===== config.mk =====
export PLATFORM = sky130hd
export DESIGN_NAME = bkmc_top
export DESIGN_NICKNAME = d
export VERILOG_FILES = /design/src/core/bkmc_pkg.sv /design/src/core/bkmc_top.sv /design/src/core/bkmc_addr_cmp.sv /design/src/core/bkmc_data_cmp.sv
export SDC_FILE = /design/constraint.sdc
export NUM_CORES = 1
export LEC_CHECK = 0
export BUFFER_PORTS_ARGS = -buffer_cell sky130_fd_sc_hd__buf_2
export CORE_UTILIZATION = 53
export CTS_BUF_LIST = sky130_fd_sc_hd__clkbuf_8
export DETAILED_ROUTE_END_ITERATION = 10
export GPL_TIMING_DRIVEN = 0
export PLACE_DENSITY = 0.76
export REMOVE_ABC_BUFFERS = 1
export SYNTH_ARGS = -nofsm -noshare
export SYNTH_HDL_FRONTEND = slang
export SYNTH_HIERARCHICAL = 1
export SYNTH_SLANG_ARGS = --single-unit

===== constraint.sdc =====
create_clock -name ref_clk -period 5.5 [get_ports ref_clk]
set_input_delay 0.825 -clock ref_clk [delete_from_list [all_inputs] [get_ports ref_clk]]
set_output_delay 0.825 -clock ref_clk [all_outputs]
set_load 0.01 [all_outputs]

===== src/core/bkmc_pkg.sv =====
// Purpose: shared constants for the breakpoint mask control block
// Assumes: 8-bit register port, registers at printed offsets
// Notes:   mask codes are {high, low} pairs
package bkmc_pkg;
  localparam logic [7:0] OFS_MASK_CTRL = 8'h29;
  localparam logic [7:0] OFS_A_EXT     = 8'h2a;
  localparam logic [7:0] OFS_A_HIGH    = 8'h2b;
  localparam logic [7:0] OFS_A_LOW     = 8'h2c;
  localparam logic [7:0] OFS_B_EXT     = 8'h2d;
  localparam logic [7:0] OFS_B_HIGH    = 8'h2e;
  localparam logic [7:0] OFS_B_LOW     = 8'h2f;
  localparam logic [7:0] OFS_MODE      = 8'h30;
  localparam logic [7:0] OFS_STATUS    = 8'h31;

  localparam int FA_MASK_HI  = 7;
  localparam int FA_MASK_LO  = 6;
  localparam int SA_MASK_HI  = 5;
  localparam int SA_MASK_LO  = 4;
  localparam int DIR_EN_BIT  = 3;
  localparam int DIR_VAL_BIT = 2;

  localparam int MODE_FULL   = 0;
  localparam int MODE_TRACE  = 1;
  localparam int MODE_ENABLE = 2;

  localparam logic [7:0] MASK_CTRL_RST = 8'h00;
  localparam logic [7:0] COMP_RST      = 8'h00;
  localparam logic [7:0] MODE_RST      = 8'h00;
  localparam logic [7:0] RDATA_RST     = 8'h00;
  localparam logic [4:0] STATUS_PAD    = 5'h00;

  localparam int PAGE_W = 6;

  localparam logic [1:0] MASK_NONE   = 2'h0;
  localparam logic [1:0] MASK_LOW    = 2'h1;
  localparam logic [1:0] MASK_HIGH   = 2'h2;
  localparam logic [1:0] MASK_BOTH   = 2'h3;

  // high-only mask on an address is not sensible: fall back to full
  function automatic logic [1:0] bkmc_eff_mask(input logic [1:0] m);
    bkmc_eff_mask = (m == MASK_HIGH) ? MASK_NONE : m;
  endfunction
endpackage


===== src/core/bkmc_top.sv =====
// Purpose: breakpoint compare qualification and mask control
// Assumes: core bus signals on ref_clk, no synchronisers needed
// Notes:   hits are registered, one cycle after the access
// Contract
// [RL1] trace mode forces first-address mask to zero
// [RL2] trace full mode still masks data compare
// [RL3] first-address mask field at bits 7:6
// [RL4] paged full compare uses 20 bits
// [RL5] unpaged full compare uses 16 bits
// [RL6] first mask 1:0 compares all lines
// [RL7] first mask 1:1 matches page only
// [RL8] dual mode second mask at bits 5:4
// [RL9] second mask 1:0 compares all lines
// [RL10] second mask 1:1 matches page only
// [RL11] full mode second mask masks data
// [RL12] bit 3 enables comparator A direction
// [RL13] bit 2: 0 write, 1 read
// [RL14] 0:1 skips low, 1:1 extended only
// [RL15] data mask per byte, no extended
// [RL16] mask register read/write, effective next compare
`timescale 1ns/1ps
`default_nettype none
module bkmc_top (
  input  wire logic                        ref_clk,
  input  wire logic                        rst,
  input  wire logic [7:0]                  reg_addr,
  input  wire logic [7:0]                  reg_wdata,
  input  wire logic                        reg_wr,
  input  wire logic                        reg_rd,
  output logic [7:0]                       reg_rdata,
  input  wire logic                        cpu_valid,
  input  wire logic                        cpu_rw,
  input  wire logic [15:0]                 cpu_addr,
  input  wire logic [15:0]                 cpu_data,
  input  wire logic                        page_sel,
  input  wire logic [bkmc_pkg::PAGE_W-1:0] program_page_index,
  output logic                             comp_a_hit,
  output logic                             comp_b_hit,
  output logic                             break_request
);
  import bkmc_pkg::*;

  logic [7:0] breakpoint_mask_control_reg;
  logic [7:0] comp_a_extended_reg;
  logic [7:0] comp_a_high_reg;
  logic [7:0] comp_a_low_reg;
  logic [7:0] comp_b_extended_reg;
  logic [7:0] comp_b_high_reg;
  logic [7:0] comp_b_low_reg;
  logic [7:0] mode_reg;
  logic [7:0] rdata_reg;
  logic       hit_a_reg;
  logic       hit_b_reg;
  logic       break_reg;

  logic       full_mode;
  logic       trace_capture_mode;
  logic       bk_enable;
  logic       first_addr_high_mask;
  logic       first_addr_low_mask;
  logic       second_addr_high_mask;
  logic       second_addr_low_mask;
  logic       comp_a_direction_enable;
  logic       comp_a_direction_value;
  logic [1:0] a_mask;
  logic [1:0] b_mask;
  logic       a_addr_hit;
  logic       b_addr_hit;
  logic       data_hit;
  logic       dir_ok;
  logic       a_qual;
  logic       b_qual;
  logic [7:0] rdata_next;

  assign full_mode               = mode_reg[MODE_FULL];
  assign trace_capture_mode      = mode_reg[MODE_TRACE];
  assign bk_enable               = mode_reg[MODE_ENABLE];
  assign first_addr_high_mask    = breakpoint_mask_control_reg[FA_MASK_HI]; // RL3
  assign first_addr_low_mask     = breakpoint_mask_control_reg[FA_MASK_LO]; // RL3
  assign second_addr_high_mask   = breakpoint_mask_control_reg[SA_MASK_HI]; // RL8
  assign second_addr_low_mask    = breakpoint_mask_control_reg[SA_MASK_LO]; // RL8
  assign comp_a_direction_enable = breakpoint_mask_control_reg[DIR_EN_BIT]; // RL12
  assign comp_a_direction_value  = breakpoint_mask_control_reg[DIR_VAL_BIT]; // RL13

  // trace capture ignores the first-address mask entirely
  assign a_mask = trace_capture_mode ? MASK_NONE
                : {first_addr_high_mask, first_addr_low_mask}; // RL1
  // same field, read as address mask in dual, data mask in full
  assign b_mask = {second_addr_high_mask, second_addr_low_mask}; // RL2 RL8 RL11

  // direction only counts when enabled; rw high means read
  assign dir_ok = ~comp_a_direction_enable
                | (cpu_rw == comp_a_direction_value); // RL12 RL13

  bkmc_addr_cmp u_cmp_a (
    .ext_val  (comp_a_extended_reg),
    .high_val (comp_a_high_reg),
    .low_val  (comp_a_low_reg),
    .mask     (a_mask),
    .page_sel (page_sel),
    .page_idx (program_page_index),
    .cpu_addr (cpu_addr),
    .hit      (a_addr_hit)
  );

  bkmc_addr_cmp u_cmp_b (
    .ext_val  (comp_b_extended_reg),
    .high_val (comp_b_high_reg),
    .low_val  (comp_b_low_reg),
    .mask     (b_mask),
    .page_sel (page_sel),
    .page_idx (program_page_index),
    .cpu_addr (cpu_addr),
    .hit      (b_addr_hit)
  );

  bkmc_data_cmp u_cmp_d (
    .high_val (comp_b_high_reg),
    .low_val  (comp_b_low_reg),
    .mask     (b_mask),
    .cpu_data (cpu_data),
    .hit      (data_hit)
  );

  assign a_qual = cpu_valid & a_addr_hit & dir_ok;
  // comparator B has no address role in full mode
  assign b_qual = cpu_valid & b_addr_hit & ~full_mode; // RL8

  // mask control register
  always_ff @(posedge ref_clk)
  begin
    if (rst)
      breakpoint_mask_control_reg <= MASK_CTRL_RST;
    else if (reg_wr && reg_addr == OFS_MASK_CTRL)
      breakpoint_mask_control_reg <= reg_wdata; // RL16
  end

  // comparator value registers
  always_ff @(posedge ref_clk)
  begin
    if (rst)
    begin
      comp_a_extended_reg <= COMP_RST;
      comp_a_high_reg     <= COMP_RST;
      comp_a_low_reg      <= COMP_RST;
      comp_b_extended_reg <= COMP_RST;
      comp_b_high_reg     <= COMP_RST;
      comp_b_low_reg      <= COMP_RST;
    end
    else if (reg_wr)
    begin
      case (reg_addr)
        OFS_A_EXT:  comp_a_extended_reg <= reg_wdata;
        OFS_A_HIGH: comp_a_high_reg     <= reg_wdata;
        OFS_A_LOW:  comp_a_low_reg      <= reg_wdata;
        OFS_B_EXT:  comp_b_extended_reg <= reg_wdata;
        OFS_B_HIGH: comp_b_high_reg     <= reg_wdata;
        OFS_B_LOW:  comp_b_low_reg      <= reg_wdata;
        default:    comp_a_low_reg      <= comp_a_low_reg;
      endcase
    end
  end

  // mode register
  always_ff @(posedge ref_clk)
  begin
    if (rst)
      mode_reg <= MODE_RST;
    else if (reg_wr && reg_addr == OFS_MODE)
      mode_reg <= reg_wdata;
  end

  // read mux; unmapped reads return zero
  always_comb
  begin
    case (reg_addr)
      OFS_MASK_CTRL: rdata_next = breakpoint_mask_control_reg; // RL16
      OFS_A_EXT:     rdata_next = comp_a_extended_reg;
      OFS_A_HIGH:    rdata_next = comp_a_high_reg;
      OFS_A_LOW:     rdata_next = comp_a_low_reg;
      OFS_B_EXT:     rdata_next = comp_b_extended_reg;
      OFS_B_HIGH:    rdata_next = comp_b_high_reg;
      OFS_B_LOW:     rdata_next = comp_b_low_reg;
      OFS_MODE:      rdata_next = mode_reg;
      OFS_STATUS:    rdata_next = {STATUS_PAD, break_reg, hit_b_reg, hit_a_reg};
      default:       rdata_next = RDATA_RST;
    endcase
  end

  // read data valid only in the cycle after the strobe
  always_ff @(posedge ref_clk)
  begin
    if (rst)
      rdata_reg <= RDATA_RST;
    else if (reg_rd)
      rdata_reg <= rdata_next;
    else
      rdata_reg <= RDATA_RST;
  end

  // registered match results
  always_ff @(posedge ref_clk)
  begin
    if (rst)
    begin
      hit_a_reg <= 1'b0;
      hit_b_reg <= 1'b0;
      break_reg <= 1'b0;
    end
    else
    begin
      hit_a_reg <= a_qual; // RL1 RL4 RL5 RL6 RL7 RL12
      hit_b_reg <= b_qual; // RL9 RL10
      if (full_mode)
        break_reg <= bk_enable & a_qual & data_hit; // RL2 RL11 RL15
      else
        break_reg <= bk_enable & (a_qual | b_qual);
    end
  end

  assign reg_rdata     = rdata_reg;
  assign comp_a_hit    = hit_a_reg;
  assign comp_b_hit    = hit_b_reg;
  assign break_request = break_reg;
endmodule
`default_nettype wire


===== src/core/bkmc_addr_cmp.sv =====
// Purpose: one address comparator with byte masking and paging
// Assumes: page_sel high on program page accesses
// Notes:   purely combinational
`timescale 1ns/1ps
`default_nettype none
module bkmc_addr_cmp (
  input  wire logic [7:0]                  ext_val,
  input  wire logic [7:0]                  high_val,
  input  wire logic [7:0]                  low_val,
  input  wire logic [1:0]                  mask,
  input  wire logic                        page_sel,
  input  wire logic [bkmc_pkg::PAGE_W-1:0] page_idx,
  input  wire logic [15:0]                 cpu_addr,
  output logic                             hit
);
  import bkmc_pkg::*;
  logic [1:0] m;
  logic       ext_ok;
  logic       high_ok;
  logic       low_ok;

  always_comb
  begin
    m       = bkmc_eff_mask(mask); // RL6 RL9
    // paged: 20-bit compare, unpaged: 16-bit compare
    ext_ok  = page_sel ? (ext_val[5:0] == page_idx) : 1'b1; // RL4
    high_ok = page_sel ? (high_val[5:0] == cpu_addr[13:8])
                       : (high_val == cpu_addr[15:8]); // RL5
    low_ok  = (low_val == cpu_addr[7:0]);
    case (m)
      MASK_NONE: hit = ext_ok & high_ok & low_ok;
      MASK_LOW:  hit = ext_ok & high_ok; // RL14
      MASK_BOTH: hit = page_sel & ext_ok; // RL7 RL10 RL14
      default:   hit = ext_ok & high_ok & low_ok;
    endcase
  end
endmodule
`default_nettype wire


===== src/core/bkmc_data_cmp.sv =====
// Purpose: data byte comparator for full mode
// Assumes: 16-bit core data bus
// Notes:   no page compare on data
`timescale 1ns/1ps
`default_nettype none
module bkmc_data_cmp (
  input  wire logic [7:0]  high_val,
  input  wire logic [7:0]  low_val,
  input  wire logic [1:0]  mask,
  input  wire logic [15:0] cpu_data,
  output logic             hit
);
  import bkmc_pkg::*;
  logic hi_ok;
  logic lo_ok;

  always_comb
  begin
    hi_ok = (high_val == cpu_data[15:8]);
    lo_ok = (low_val == cpu_data[7:0]);
    case (mask)
      MASK_NONE: hit = hi_ok & lo_ok; // RL15
      MASK_LOW:  hit = hi_ok; // RL15
      MASK_HIGH: hit = lo_ok; // RL15
      MASK_BOTH: hit = 1'b1; // RL15
      default:   hit = hi_ok & lo_ok;
    endcase
  end
endmodule
`default_nettype wire


==> results of run 1 <==
-- cell families after synthesis --
kind of cell / count (synthesis)
AOI/OAI and AO/OA: 63
xor gates and xnor gates: 61
buffers and inverters: 35
DFF: 75
muxes: 70
and+or+nand+nor: 156
-- power by group --
part	switching, mW	internal (mW)	total, mW
sequential	0.000686	0.543	0.544
clock	0.212	0.301	0.513
combinational	0.0681	0.0391	0.107
total	0.281	0.883	1.16
-- layer usage --
| layer | up-vias | track usage [%] | routed length [um] |
|---|---|---|---|
| met5 | - | 0 | 0 |
| met4 | 0 | 14.7 | 420 |
| met3 | 30 | 4.77 | 1010 |
| met2 | 217 | 50.7 | 5820 |
| met1 | 1797 | 38.6 | 4860 |
| li1 | 1739 | - | - |
-- layout by cell type, fill, tap and decap left out, drive strengths merged, types with 2 or more instances in the layout --
master,Yosys,layout
a2111oi,2,2
a221o,2,2
nor2b,7,7
nor4,17,17
dfxtp,75,75
nand3b,2,2
nand4,2,2
nand3,14,14
o2bb2ai,3,3
bufinv,0,3
clkinv,0,2
a22oi,6,6
nor3,8,8
nor3b,3,3
xnor2,6,6
or3b,3,3
buf,9,72
xor2,55,55
nor4bb,2,2
o21ai,4,4
mux2i,68,68
inv,4,6
and4,2,2
and3b,3,3
a21oi,25,25
or4b,2,2
nand2b,4,4
nor2,62,62
nand2,15,15
clkbuf,22,9
a31oi,4,4
or4,2,2
and3,2,2
o22ai,8,8
a22o,4,4
-- through the flow --
step / setup WS (ns) / cell area (um^2) / util [%] / instances / hold WS (ns)
final: 2.65 / 4790 / 62.4 / 619 / 0.465
after global routing: 2.62 / 4790 / 62.4 / 619 / 0.496
after CTS: 2.76 / 4790 / 62.4 / 619 / 0.464
after detailed placement: 2.39 / 4550 / 59.2 / 603 / 0.453
after global placement: 1.28 / 4540 / 59.1 / 602 / 0.445
after floorplan: 2.52 / 4060 / - / 429 / 0.428
-- worst max path at each step --
| stage | endpoint |
|---|---|
| finish | comp_a_high_reg[4] |
| global route | comp_a_low_reg[7] |
| CTS | comp_a_low_reg[6] |
| floorplan | comp_a_low_reg[0] |
| global placement | comp_a_low_reg[5] |
| detailed placement | comp_a_low_reg[6] |
-- worst max-delay path, cell delays in order --
cell and delay, ns:
buf_2 0.51, nand4bb_1 0.48, or4_1 0.86, mux2i_1 0.28, nor2_1 0.06
-- layout make-up --
type	count	area, um^2
clock buffer	9	124
clock inverter	7	116
fill	691	2890
inverter	4	15.0
multi-input combinational	350	2550
sequential	75	1500
tap	102	128
timing repair buffer	72	363
==> run metrics, run 1 <==
post-synth top area share between 30 and 40%; initial antenna violation count 0; sequential area share after synthesis 35.8%; total number of vias ~3800; reg2reg end break_request; Die Height between 90 and 100 um; # diodes 0; top post-synthesis cells by area dfxtp_1 (36%), mux2i_1 (16%), xor2_1 (11%); largest family of logic cells by synthesized area simple AND/OR/NAND/NOR gates; Power Density approximately 240 nW/um^2; R2R Setup Slk about 3.3 ns; vias in the first global route 3801; synthesis-to-finish area growth 14.4%; nets 573; largest net degree at the start of global routing between 60 and 70; Worst EP required around 5.7 ns; area of the mapped netlist between 4000 and 5000 um^2; Tot GR Track Use between 30 and 40%; post-DR vias/cell 6.11; Synth Area in Compound Gates 9.61%; simple-gate share of the synthesized area 21.1%; CTS H-Tree Depth 3; cell count after synthesis 460; slew margin rel. approximately 16%; Max clock buf depth 2; actual slew at the worst max-slew pin about 1.3 ns; TritonCTS clock tree built; #FFs+latches synth 75; Die ar. 8270 um^2; WL final 12.1 mm; FF-to-FF path depth 7; Worst setup SP type input pin; # setup viols final 0; die width roughly 91 um; Syn. warnings 6; Final Power about 1.2 mW; P_leak around 2.0 nW; worst reg2reg startpoint mode_reg[1]; root buf cell clkbuf_8; starting density of the core 54.5%; RSZ-0062 raised after global routing no; period utilisation layout 51.8%; Min-Delay Startpoint comp_a_extended_reg[6]; Top FF cell, synth dfxtp_1; Peak VDD IR 0.000129 V; fraction of registers with async set/reset 0%; Routed Antenna Nets 0; Post-CTS Setup Bufs 0; row count 32; Fin. Hold Viols 0; Yosys cell types 53; status completed; hold-critical path depth 2; TritonRoute pass-1 iters 5; Worst Path Arrival 3.04 ns; hpwl dp approximately 8.6 mm; total gr overflow 0; skew final approximately 0.011 ns; fraction of layout instances using a drive strength above 1 approximately a fifth; Worst Setup SP reg_addr[0]; routed len/inst between 15 and 20 um; Synth Area in XOR/XNOR roughly 13%; TritonCTS buffer count 9; CTS Sinks between 70 and 80; crit path kind in2reg; IO Pins between 70 and 80; placer congestion estimate between 0.9 and 1; Post-Syn Area per Cell 9.11 um^2; DRC Markers 0; Post-CTS Resized 0; IO Port Bufs 71; global-route wire length before repair 19.5 mm; crit path time final about 2.8 ns; Synth Area in Adders 0%; area leader, netlist dfxtp_1; FMAX around 350 MHz; Iter 0 DRT Violations about 310; CTS clk-pin slew, worst paths ~0.080 ns; count leader, synth dfxtp_1; Hold Path End comp_a_extended_reg[6]; crit end category register; post-synthesis mux area share between 10% and 20%; fin. max-slew vios 0; worst-path fanout max 29; number of synthesized flops with an enable pin 0; classification of the worst-slack hold path reg2reg; worst skew pair latency between 0.3 and 0.4 ns; setup_tns 0 ns; max-cap viol count 0; CTS Hold Bufs 0; top post-synthesis cells by count dfxtp_1 (75), mux2i_1 (68), nor2_1 (62), xor2_1 (55), a21oi_1 (25); CORE AREA between 7000 and 8000 um^2
No activity file was read; power rests on OpenSTA's default activity.
==> inputs of run 2 (changes only) <==
--- a/config.mk
+++ b/config.mk
@@ -10,7 +10,7 @@
 export CTS_BUF_LIST = sky130_fd_sc_hd__clkbuf_8
 export DETAILED_ROUTE_END_ITERATION = 10
 export GPL_TIMING_DRIVEN = 0
-export PLACE_DENSITY = 0.76
+export PLACE_DENSITY = 0.79
 export REMOVE_ABC_BUFFERS = 1
 export SYNTH_ARGS = -nofsm -noshare
 export SYNTH_HDL_FRONTEND = slang
==> constraint.sdc (replaced) <==
create_clock -name ref_clk -period 2.4 [get_ports ref_clk]
set_input_delay 0.36 -clock ref_clk [delete_from_list [all_inputs] [get_ports ref_clk]]
set_output_delay 0.36 -clock ref_clk [all_outputs]
set_load 0.01 [all_outputs]
==> run metrics, run 2 (same netlist as run 1, synthesis figures left out) <==
placer congestion estimate 0.938 (was 0.951); nets 573 (unchanged); Max clock buf depth 2 (unchanged); max-cap viol count 0 (unchanged); CTS Sinks 75 (unchanged); Routed Antenna Nets 0 (unchanged); Switching Fraction 25.2% (was 24.1%); period utilisation layout between 90% and 100%; Worst EP required 2.60 ns (was 5.69 ns); hpwl dp 8.54 mm (was 8.63 mm); WL final 12.0 mm (was 12.1 mm); routed len/inst 19.4 um (was 19.6 um); CTS clk-pin slew, worst paths 0.08 ns (about the same); # diodes 0 (unchanged); TritonRoute pass-1 iters 7 (was 5); setup_tns 0 ns (unchanged); Die ar. 8270 um^2 (unchanged); RSZ-0062 raised after global routing no (unchanged); total number of vias 3768 (was 3783); DRC Markers 0 (unchanged); Slowest cell on crit path or4_1 (unchanged); post-DR vias/cell 6.09 (was 6.11); root buf cell clkbuf_8 (unchanged); fraction of layout instances using a drive strength above 1 19.3% (was 19.1%); status completed (unchanged); IO Port Bufs 71 (unchanged); actual slew at the worst max-slew pin 1.26 ns (was 1.25 ns); crit-path max cell delay 0.83 ns (was 0.86 ns); FMAX roughly 440 MHz; Iter 0 DRT Violations 340 (was 314); starting density of the core 54.5% (unchanged); die width 90.9 um (unchanged); Comb pwr share 9.5% (was 9.2%); classification of the worst-slack hold path in2reg (was reg2reg); crit path time final approximately 2.3 ns; Die Height 90.9 um (unchanged); vias in the first global route 3629 (was 3801); Filler cells 684 (was 691); TritonCTS buffer count 9 (unchanged); Post-CTS Resized 0 (unchanged); commonest non-fill, non-tap cell in the layout dfxtp_1 (unchanged); skew final 0.00840 ns (was 0.0114 ns); Post-CTS Setup Bufs 0 (unchanged); row count 32 (unchanged); initial antenna violation count 0 (unchanged); fin. max-slew vios 0 (unchanged); Peak VDD IR 0.000270 V (was 0.000129 V); largest net degree at the start of global routing 69 (unchanged); CTS Hold Bufs 0 (unchanged); most frequent cells in the layout dfxtp_1 (75), buf_2 (71), mux2i_1 (68), nor2_1 (62), xor2_1 (55) (unchanged); CORE AREA 7690 um^2 (unchanged); Worst Path Arrival 2.49 ns (was 3.04 ns); worst skew pair latency 0.36 ns (about the same); Fin. Hold Viols 0 (unchanged); crit end category register (unchanged); Worst setup SP type input pin (unchanged); switching pwr 0.658 mW (was 0.281 mW); Reg power frac 47.8% (was 46.7%); Power Density 545 nW/um^2 (was 243 nW/um^2); Final Power 2.61 mW (was 1.16 mW); IO Pins 72 (unchanged); crit path kind in2reg (unchanged); Int Pwr 1.95 mW (was 0.883 mW); CTS H-Tree Depth 3 (unchanged); Clk network pwr share 42.8% (was 44.1%); slew margin rel. 15.8% (was 16.3%); P_leak 1.95 nW (was 1.96 nW); # setup viols final 0 (unchanged); total gr overflow 0 (unchanged); global-route wire length before repair 18.8 mm (was 19.5 mm); Tot GR Track Use 30.0% (was 30.5%); TritonCTS clock tree built (unchanged); worst-path cell chain buf_2 > nand4bb_1 > or4_1 > mux2i_1 > nor2_1 (unchanged); WHS 0.268 ns (was 0.465 ns); worst-path fanout max 29 (unchanged); synthesis-to-finish area growth 14.0% (was 14.4%)
run 2: cell count changes in the layout (fill, tap and decap cells not counted), sizes merged:
cell,before,now
clkinv,2,3
clkbuf,9,10
bufinv,3,2
inv,6,5
run 2: layer usage:
layer  track usage, %  vias to the layer above  part of all wire, %
met5                0                        -                    0
met1             39.0                     1814                   42
li1                 -                     1740                    -
met4             16.1                        0                  3.8
met2             48.1                      183                   47
met3             4.52                       31                  6.7
run 2: final cells by class:
cell class,instances,area (um^2),area share (%)
clock inverter,6,87.6,1.83
tap,102,128,2.67
timing repair buffer,72,363,7.59
inverter,4,15.0,0.314
multi-input combinational,350,2550,53.3
sequential,75,1500,31.4
clock buffer,10,138,2.88
run 2: stage by stage:
step           setup slack [ns]  std cells  cell area, um^2  utilization [%]
3_3_place_gp              -1.28        602             4540             59.1
2_1_floorplan            -0.120        429             4060                -
5_1_grt                  0.0232        619             4780             62.2
4_1_cts                   0.196        619             4780             62.2
6_report                  0.117        619             4780             62.2
3_5_place_dp             -0.164        603             4550             59.2
run 2: power by group through the flow:
stage          combinational, mW  clock (mW)  sequential, mW
2_1_floorplan             0.0899           0            1.27
3_3_place_gp               0.233           0            1.28
3_5_place_dp               0.239           0            1.28
4_1_cts                    0.241        1.11            1.25
5_1_grt                    0.260        1.18            1.25
6_report                   0.246        1.11            1.25
run 2: critical path: cells and delay by family:
| family | cells | cell delay [ns] |
|---|---|---|
| buffers and inverters | 1 | 0.50 |
| muxes | 1 | 0.26 |
| and+or+nand+nor | 3 | 1.35 |
run 2: worst paths after layout:
check	startpoint	end	slack, ns	depth (start not counted)
min reg2reg	comp_a_extended_reg[6]	comp_a_extended_reg[6]	0.46	2
max reg2reg	mode_reg[1]	break_request	0.18	7
min	cpu_valid	comp_b_hit	0.27	2
max	reg_addr[0]	comp_a_high_reg[2]	0.12	5
